--- src/shared/tcts_pkg.sv ---
// package: register map, reset values and selection codes for the timer clock select block
package tcts_pkg;

  // register byte addresses on the axi4-lite bus
  localparam logic [3:0] ADDR_CLK_TWO   = 4'h0;
  localparam logic [3:0] ADDR_CLK_FOUR  = 4'h4;
  localparam logic [3:0] ADDR_CLK_SIX   = 4'h8;
  localparam logic [3:0] ADDR_TIMEBASE  = 4'hC;

  // field positions
  localparam int CS_LSB      = 0;
  localparam int CS_MSB      = 3;
  localparam int C1_LSB      = 0;
  localparam int C2_LSB      = 2;
  localparam int P3_LSB      = 4;
  localparam int P4_LSB      = 6;

  // reset values
  localparam logic [3:0] CS_RESET       = 4'h0;
  localparam logic [7:0] TIMEBASE_RESET = 8'h55;

  // clock source codes
  localparam logic [3:0] CS_PIN      = 4'h0;
  localparam logic [3:0] CS_SYS_DIV4 = 4'h1;
  localparam logic [3:0] CS_SYS      = 4'h2;
  localparam logic [3:0] CS_HFOSC    = 4'h3;
  localparam logic [3:0] CS_LFOSC    = 4'h4;
  localparam logic [3:0] CS_MFOSC    = 4'h5;
  localparam logic [3:0] CS_SECOSC   = 4'h6;
  localparam logic [3:0] CS_REFCLK   = 4'h7;
  localparam logic [3:0] CS_ZCD      = 4'h8;

  // timer choice codes
  localparam logic [1:0] SEL_RESERVED = 2'h0;
  localparam logic [1:0] SEL_LOW      = 2'h1;
  localparam logic [1:0] SEL_MID      = 2'h2;
  localparam logic [1:0] SEL_HIGH     = 2'h3;

  // system clock divider for the divide-by-four source
  localparam logic [1:0] DIV4_LAST    = 2'h3;

  // axi responses
  localparam logic [1:0] RESP_OKAY    = 2'h0;
  localparam logic [1:0] RESP_SLVERR  = 2'h2;

endpackage : tcts_pkg
--- src/core/tcts_top.sv ---
// timer clock source and timebase selection with axi4-lite register access
//
// The AXI4-Lite slave port and the placing of the registers are this design's own decisions.
`timescale 1ns/1ps

////////////////////////////////////////////////////////////////////////////////
// What this block does
// - each period timer has a 4-bit clock source field in bits 3..0; codes 9 to 15 are reserved.
// - code 0 clocks a timer from its own routed external pin, separate for timers two, four, six.
// - codes 1 to 6 pick sysclk/4, sysclk, fast, slow, 31 kHz medium and secondary oscillators.
// - code 7 picks the reference clock output and code 8 the zero-cross output for every timer.
// - bits 7..4 of each timer clock register are unimplemented and read as zero.
// - the clock source field resets to zero on every reset, selecting the routed pin.
// - bits 7..6: pwm four timebase, 11 timer six, 10 timer four, 01 timer two, 00 reserved.
// - bits 5..4 give the pwm three timebase with the same encoding, 00 reserved.
// - bits 3..2 give capcomp two timer five, three or one for 11, 10, 01 in capture/compare mode.
// - bits 1..0 give capcomp one the same encoding in capture/compare mode, 00 reserved.
// - the timebase register resets to 0x55, every field at 01.
module tcts_top (
  // clock and reset
  input  wire logic        aclk,
  input  wire logic        aresetn,
  // axi4-lite write address and data
  input  wire logic [3:0]  s_axi_awaddr,
  input  wire logic        s_axi_awvalid,
  output logic             s_axi_awready,
  input  wire logic [31:0] s_axi_wdata,
  input  wire logic [3:0]  s_axi_wstrb,
  input  wire logic        s_axi_wvalid,
  output logic             s_axi_wready,
  // axi4-lite write response
  output logic [1:0]       s_axi_bresp,
  output logic             s_axi_bvalid,
  input  wire logic        s_axi_bready,
  // axi4-lite read
  input  wire logic [3:0]  s_axi_araddr,
  input  wire logic        s_axi_arvalid,
  output logic             s_axi_arready,
  output logic [31:0]      s_axi_rdata,
  output logic [1:0]       s_axi_rresp,
  output logic             s_axi_rvalid,
  input  wire logic        s_axi_rready,
  // clock sources, asynchronous to aclk
  input  wire logic        timer_two_pin_route,
  input  wire logic        timer_four_pin_route,
  input  wire logic        timer_six_pin_route,
  input  wire logic        high_freq_internal_osc,
  input  wire logic        low_freq_internal_osc,
  input  wire logic        medium_freq_internal_osc,
  input  wire logic        secondary_osc,
  input  wire logic        reference_clock_output,
  input  wire logic        zero_cross_output,
  // timer periods, same clock domain, for the unit timebases
  input  wire logic        timer_one_period,
  input  wire logic        timer_two_period,
  input  wire logic        timer_three_period,
  input  wire logic        timer_four_period,
  input  wire logic        timer_five_period,
  input  wire logic        timer_six_period,
  // capcomp units in pwm mode
  input  wire logic        capcomp_one_pwm_mode,
  input  wire logic        capcomp_two_pwm_mode,
  // selected timer clocks, as aclk-sampled levels
  output logic             timer_two_clk,
  output logic             timer_four_clk,
  output logic             timer_six_clk,
  // selected unit timebases
  output logic             capcomp_unit_one_tick,
  output logic             capcomp_unit_two_tick,
  output logic             pwm_unit_three_tick,
  output logic             pwm_unit_four_tick
);

  ////////////////////////////////////////////////////////////////////////////////
  // registers
  logic [3:0] clk_sel_two;
  logic [3:0] clk_sel_four;
  logic [3:0] clk_sel_six;
  logic [7:0] timebase;
  logic [1:0] div_cnt;
  logic       sys_div4;
  logic       sys_toggle;

  // synchronisers: stage one feeds stage two only
  logic [8:0] src_meta;
  logic [8:0] src_sync;

  // write path state
  logic       aw_held;
  logic       w_held;
  logic [3:0] aw_addr;
  logic [7:0] w_data;
  logic       w_lane0;
  logic       wr_commit;

  ////////////////////////////////////////////////////////////////////////////////
  // functions

  // clock source mux for one timer; reserved codes give a still low clock
  function automatic logic pick_clock(input logic [3:0] code, input logic pin,
                                      input logic [8:0] s, input logic div4,
                                      input logic sysclk);
    case (code)
      tcts_pkg::CS_PIN:      pick_clock = pin;
      tcts_pkg::CS_SYS_DIV4: pick_clock = div4;
      tcts_pkg::CS_SYS:      pick_clock = sysclk;
      tcts_pkg::CS_HFOSC:    pick_clock = s[3];
      tcts_pkg::CS_LFOSC:    pick_clock = s[4];
      tcts_pkg::CS_MFOSC:    pick_clock = s[5];
      tcts_pkg::CS_SECOSC:   pick_clock = s[6];
      tcts_pkg::CS_REFCLK:   pick_clock = s[7];
      tcts_pkg::CS_ZCD:      pick_clock = s[8];
      default:               pick_clock = 1'b0;
    endcase
  endfunction : pick_clock

  // timebase mux for a 2-bit choice field; 00 gives no timebase
  function automatic logic pick_base(input logic [1:0] code, input logic lo,
                                     input logic mid, input logic hi);
    case (code)
      tcts_pkg::SEL_LOW:  pick_base = lo;
      tcts_pkg::SEL_MID:  pick_base = mid;
      tcts_pkg::SEL_HIGH: pick_base = hi;
      default:            pick_base = 1'b0;
    endcase
  endfunction : pick_base

  ////////////////////////////////////////////////////////////////////////////////
  // source synchronisers and system clock derivatives
  // the fastest usable source is half of aclk; faster oscillators alias
  always_ff @(posedge aclk)
  begin
    if (!aresetn)
    begin
      src_meta <= 9'h000;
      src_sync <= 9'h000;
    end
    else
    begin
      src_meta <= {zero_cross_output, reference_clock_output, secondary_osc,
                   medium_freq_internal_osc, low_freq_internal_osc,
                   high_freq_internal_osc, timer_six_pin_route,
                   timer_four_pin_route, timer_two_pin_route};
      src_sync <= src_meta;
    end
  end

  // sysclk seen as a level toggles each cycle; div4 is high one cycle in four
  always_ff @(posedge aclk)
  begin
    if (!aresetn)
    begin
      div_cnt    <= 2'h0;
      sys_div4   <= 1'b0;
      sys_toggle <= 1'b0;
    end
    else
    begin
      div_cnt    <= div_cnt + 2'h1;
      sys_div4   <= (div_cnt == tcts_pkg::DIV4_LAST);
      sys_toggle <= ~sys_toggle;
    end
  end

  ////////////////////////////////////////////////////////////////////////////////
  // selected timer clocks
  // a reserved code parks the output low so the timer never sees a false edge
  always_ff @(posedge aclk)
  begin
    if (!aresetn)
    begin
      timer_two_clk  <= 1'b0;
      timer_four_clk <= 1'b0;
      timer_six_clk  <= 1'b0;
    end
    else
    begin
      timer_two_clk  <= pick_clock(clk_sel_two, src_sync[0], src_sync, sys_div4, sys_toggle);
      timer_four_clk <= pick_clock(clk_sel_four, src_sync[1], src_sync, sys_div4, sys_toggle);
      timer_six_clk  <= pick_clock(clk_sel_six, src_sync[2], src_sync, sys_div4, sys_toggle);
    end
  end

  ////////////////////////////////////////////////////////////////////////////////
  // selected unit timebases
  // ticks follow the chosen period one edge late; the mode input is sampled on that same edge
  always_ff @(posedge aclk)
  begin
    if (!aresetn)
    begin
      capcomp_unit_one_tick <= 1'b0;
      capcomp_unit_two_tick <= 1'b0;
      pwm_unit_three_tick   <= 1'b0;
      pwm_unit_four_tick    <= 1'b0;
    end
    else
    begin
      capcomp_unit_one_tick <= capcomp_one_pwm_mode
        ? pick_base(timebase[tcts_pkg::C1_LSB +: 2], timer_two_period,
                    timer_four_period, timer_six_period)
        : pick_base(timebase[tcts_pkg::C1_LSB +: 2], timer_one_period,
                    timer_three_period, timer_five_period);
      capcomp_unit_two_tick <= capcomp_two_pwm_mode
        ? pick_base(timebase[tcts_pkg::C2_LSB +: 2], timer_two_period,
                    timer_four_period, timer_six_period)
        : pick_base(timebase[tcts_pkg::C2_LSB +: 2], timer_one_period,
                    timer_three_period, timer_five_period);
      pwm_unit_three_tick <= pick_base(timebase[tcts_pkg::P3_LSB +: 2], timer_two_period,
                                       timer_four_period, timer_six_period);
      pwm_unit_four_tick  <= pick_base(timebase[tcts_pkg::P4_LSB +: 2], timer_two_period,
                                       timer_four_period, timer_six_period);
    end
  end

  ////////////////////////////////////////////////////////////////////////////////
  // axi write: address and data taken in either order, response after both
  assign wr_commit = aw_held && w_held && !s_axi_bvalid;

  // write address channel; awready stays low until the response is accepted
  always_ff @(posedge aclk)
  begin
    if (!aresetn)
    begin
      aw_held       <= 1'b0;
      aw_addr       <= 4'h0;
      s_axi_awready <= 1'b1;
    end
    else if (s_axi_bvalid && s_axi_bready)
    begin
      aw_held       <= 1'b0;
      s_axi_awready <= 1'b1;
    end
    else if (s_axi_awvalid && s_axi_awready)
    begin
      aw_held       <= 1'b1;
      aw_addr       <= s_axi_awaddr;
      s_axi_awready <= 1'b0;
    end
  end

  // write data channel; only byte lane 0 carries register bits
  always_ff @(posedge aclk)
  begin
    if (!aresetn)
    begin
      w_held       <= 1'b0;
      w_data       <= 8'h00;
      w_lane0      <= 1'b0;
      s_axi_wready <= 1'b1;
    end
    else if (s_axi_bvalid && s_axi_bready)
    begin
      w_held       <= 1'b0;
      s_axi_wready <= 1'b1;
    end
    else if (s_axi_wvalid && s_axi_wready)
    begin
      w_held       <= 1'b1;
      w_data       <= s_axi_wdata[7:0];
      w_lane0      <= s_axi_wstrb[0];
      s_axi_wready <= 1'b0;
    end
  end

  // write response; a misaligned address answers slverr and changes nothing
  always_ff @(posedge aclk)
  begin
    if (!aresetn)
    begin
      s_axi_bvalid <= 1'b0;
      s_axi_bresp  <= tcts_pkg::RESP_OKAY;
    end
    else if (wr_commit)
    begin
      s_axi_bvalid <= 1'b1;
      s_axi_bresp  <= (aw_addr[1:0] == 2'h0) ? tcts_pkg::RESP_OKAY : tcts_pkg::RESP_SLVERR;
    end
    else if (s_axi_bvalid && s_axi_bready)
    begin
      s_axi_bvalid <= 1'b0;
    end
  end

  // register update on the cycle the response is raised
  // a cleared lane-0 strobe still answers okay but leaves every register alone
  always_ff @(posedge aclk)
  begin
    if (!aresetn)
    begin
      clk_sel_two  <= tcts_pkg::CS_RESET;
      clk_sel_four <= tcts_pkg::CS_RESET;
      clk_sel_six  <= tcts_pkg::CS_RESET;
      timebase     <= tcts_pkg::TIMEBASE_RESET;
    end
    else if (wr_commit && w_lane0)
    begin
      case (aw_addr)
        tcts_pkg::ADDR_CLK_TWO:  clk_sel_two  <= w_data[tcts_pkg::CS_MSB:tcts_pkg::CS_LSB];
        tcts_pkg::ADDR_CLK_FOUR: clk_sel_four <= w_data[tcts_pkg::CS_MSB:tcts_pkg::CS_LSB];
        tcts_pkg::ADDR_CLK_SIX:  clk_sel_six  <= w_data[tcts_pkg::CS_MSB:tcts_pkg::CS_LSB];
        tcts_pkg::ADDR_TIMEBASE: timebase     <= w_data;
        default:                 timebase     <= timebase;
      endcase
    end
  end

  ////////////////////////////////////////////////////////////////////////////////
  // axi read: one read at a time, answer one cycle after the address
  // misaligned and unmapped reads answer slverr with zero data
  always_ff @(posedge aclk)
  begin
    if (!aresetn)
    begin
      s_axi_arready <= 1'b1;
      s_axi_rvalid  <= 1'b0;
      s_axi_rdata   <= 32'h0000_0000;
      s_axi_rresp   <= tcts_pkg::RESP_OKAY;
    end
    else if (s_axi_arvalid && s_axi_arready)
    begin
      s_axi_arready <= 1'b0;
      s_axi_rvalid  <= 1'b1;
      s_axi_rresp   <= tcts_pkg::RESP_OKAY;
      case (s_axi_araddr)
        tcts_pkg::ADDR_CLK_TWO:  s_axi_rdata <= {28'h0000000, clk_sel_two};
        tcts_pkg::ADDR_CLK_FOUR: s_axi_rdata <= {28'h0000000, clk_sel_four};
        tcts_pkg::ADDR_CLK_SIX:  s_axi_rdata <= {28'h0000000, clk_sel_six};
        tcts_pkg::ADDR_TIMEBASE: s_axi_rdata <= {24'h000000, timebase};
        default:
        begin
          s_axi_rdata <= 32'h0000_0000;
          s_axi_rresp <= tcts_pkg::RESP_SLVERR;
        end
      endcase
    end
    else if (s_axi_rvalid && s_axi_rready)
    begin
      s_axi_rvalid  <= 1'b0;
      s_axi_arready <= 1'b1;
    end
  end

endmodule : tcts_top

--- config.mk ---
export PLATFORM = sky130hd
export DESIGN_NAME = tcts_top
export DESIGN_NICKNAME = d
export VERILOG_FILES = /design/src/shared/tcts_pkg.sv /design/src/core/tcts_top.sv
export SDC_FILE = /design/constraint.sdc
export NUM_CORES = 1
export LEC_CHECK = 0
export BUFFER_PORTS_ARGS = -buffer_cell sky130_fd_sc_hd__buf_2
export CAP_MARGIN = 15
export CORE_ASPECT_RATIO = 1.1
export CORE_MARGIN = 2
export CORE_UTILIZATION = 54
export DETAILED_ROUTE_END_ITERATION = 16
export GPL_ROUTABILITY_DRIVEN = 0
export GPL_TIMING_DRIVEN = 0
export HOLD_SLACK_MARGIN = 0.1
export PLACE_DENSITY = 0.95
export SLEW_MARGIN = 30
export SYNTH_ARGS = -nofsm -noshare
export SYNTH_HDL_FRONTEND = slang
export SYNTH_SLANG_ARGS = --single-unit
--- constraint.sdc ---
create_clock -name aclk -period 4.1 [get_ports aclk]
set_clock_uncertainty 0.15 [all_clocks]
set_input_delay 1.23 -clock aclk [delete_from_list [all_inputs] [get_ports aclk]]
set_output_delay 1.23 -clock aclk [all_outputs]
set_load 0.01 [all_outputs]
==> reports/metrics.yaml <==
run_status:
  outcome: "complete, no violations"
worst_setup_path:
  cp.arrival_ps: 990
  crit_chain: "buf_2"
  cp-start-kind: "flop"
  crit_fanout: 8
  critical_path_class: "reg -> out"
  crit_buf_inv: 1
  cp_slowest_stage_delay_ps: 450
  end_kind: "primary output"
  critical_path.top_delay_family: "flip-flops"
  critPathRequiredTime_ps: 2720
  slowest_stage: "dfxtp_1"
  r2r_slack_ps: 2430
timing:
  tns_ps: 0
  max_slew_margin_pct: 58.83
  rsz0062_at_grt: "false"
  fin_crit_sh_pct: 57.76
  hold_violations: 0
  setup_viol: 0
  max_freq_ghz: 0.4223
  worstMarginPinSlew_ps: 617.5
  min_period_ps: 2368
  worst_slack_ps: 1732
  slew_viol_final: 0
yosys:
  ys_types: 38
  yosys_warnings: 0
  yosysTopAreaCellShare_pct: 46.44
  ys_ff_latch: 79
  yosysTopAreaCell: "dfxtp_1"
  synth_area_sq_mm: 0.003406
  netlist_instances: 368
  yosys-top-cells-area: "dfxtp_1 46%, a21oi_1 7.1%, buf_4 5.7%, nand3_1 5.1%, and2_1 4.2%"
  yosysSeqAreaShare_pct: 46.44
  avgSynthCellArea_sq_um: 9.255
placement:
  place_area_sq_mm: 0.003905
  dp_slack_ps: 1528
  io_buffers: 61
  hpwl_um: 5771
cts:
  cts_resized: 0
  cts_tree: "done"
  cts-htree-levels: 3
  cts.sinks: 79
  clkLatencyLatePin_ps: 360
  cts_setup_buffers: 0
  hold_buffers: 0
  cts.clk_slew.worst_paths_ps: 80
  cts_buffer_depth: 2
  cts-root-buf: "clkbuf_8"
  cts_made_buffers: 9
global_route:
  use_met2_pct: 40.64
  grt_max_degree: 16
  grt_use_total_pct: 24.07
  grt_pass1_vias: 2757
  gr-max-usage-layer: "met2"
  grtUsageMet3_pct: 4.564
  grt_pass1_wl_um: 12830
  gr-total-overflow: 0
  antenna_found_initial: 0
  grt_use_met1_pct: 28.81
finish:
  drive_gt1_share_pct: 26.81
  layout.nets: 534
  n_antenna_cell: 0
  final_cell_area_sq_mm: 0.004085
  final_cell_mix: "79 x dfxtp_1, 67 x buf_2, 48 x a21oi_1"
  syn_to_final_growth_pct: 19.95
  final_common_cell: "dfxtp_1"
power_and_ir_drop:
  power_per_cell_area_mw_per_mm2: 368.3
  vdd_drop_max_uv: 184.1
  cellLeakagePower_nw: 1.645
drt:
  wirelength_um: 7964
  drtAntennaViolNets: 0
  wl_per_cell_um: 14.48
  num_vias: 3022
  drt-initial-drc-count: 281
  drcViolationCount: 0
  drtPass1Iterations: 5
  viasPerCell: 5.495
floorplan:
  die_h_um: 87.29
  core_area_sq_mm: 0.006118
  fp-row-count: 30
  ioPinCount: 116
  die_area_sq_mm: 0.006959
  start_util_pct: 55.66
  die_w_um: 79.72
run:
  cap_violations: 0
hold_path:
  hold_class: "reg -> reg"
-- metrics by stage --
stage	hold WS (ps)	power [mW]	utilization, %	std cells
6_report	283.7	1.505	66.77	550
5_1_grt	304.3	1.562	66.77	550
4_1_cts	282.5	1.505	66.77	550
3_5_place_dp	266.9	0.9892	63.82	534
3_3_place_gp	257.6	0.9820	63.82	534
2_1_floorplan	249.2	0.9334	-	393
-- state kept, by name (all words and copies together) (netlist names), 2 cells and up --
name and cells:
s_axi_rdata 8, src_meta 9, clk_sel_four 4, src_sync 9
w_data 8, clk_sel_two 4, div_cnt 2, clk_sel_six 4
aw_addr 4, timebase 8
-- area by class of cell --
| class | instances | area [sq um] |
|---|---|---|
| tap | 80 | 100.1 |
| fill | 500 | 2033 |
| clock buffer | 9 | 123.9 |
| clock inverter | 7 | 56.30 |
| timing repair buffer | 61 | 305.3 |
| inverter | 5 | 18.77 |
| multi-input combinational | 264 | 1625 |
| sequential | 79 | 1582 |
| buffer | 45 | 274.0 |
-- power by group --
part	switching, mW	internal (mW)	total (mW)
sequential	0.0202	0.795	0.816
clock	0.303	0.227	0.530
combinational	0.0877	0.0715	0.159
-- cells in the mapped netlist (all sizes together) --
cell / count
dfxtp: 79
a21oi: 48
o21ai: 38
buf: 35
nand3: 35
and2: 23
nand2: 13
clkbuf: 10
nand4: 9
nor2: 9
a211oi: 8
a22oi: 8
mux2: 8
mux2i: 6
inv: 5
mux4: 5
nand3b: 4
a311o: 3
nand2b: 3
or4: 3
and4b: 2
nand4b: 2
nor4b: 2
and3b: 1
and4: 1
and4bb: 1
conb: 1
ha: 1
nor3b: 1
nor4: 1
nor4bb: 1
or4b: 1
or4bb: 1
-- kinds of logic after synthesis --
logic type | Yosys count | synth area share [%]
simple gates | 113 | 19.73
compound gates | 105 | 17.05
flops | 79 | 46.44
buf+inv | 50 | 8.597
mux | 19 | 7.715
fa+ha+maj | 1 | 0.3673
other cells | 1 | 0.1101
-- metal layers --
layer / share of wire, % / up-vias
met5: 0 / -
li1: - / 1486
met2: 48 / 157
met4: 3.6 / 0
met3: 7.6 / 28
met1: 41 / 1351
-- worst paths after layout --
kind	startpoint	endpoint	cells past startpoint
hold / removal	div_cnt[0]$_SDFF_PN0_	div_cnt[0]$_SDFF_PN0_	1
hold reg to reg	div_cnt[0]$_SDFF_PN0_	div_cnt[0]$_SDFF_PN0_	1
setup / recovery	s_axi_awready$_SDFFE_PP1P_	s_axi_awready	1
setup reg to reg	s_axi_bvalid$_SDFFE_PN0P_	clk_sel_six[0]$_SDFFE_PN0P_	4
Note: power is estimated with default switching activity, not from simulation.
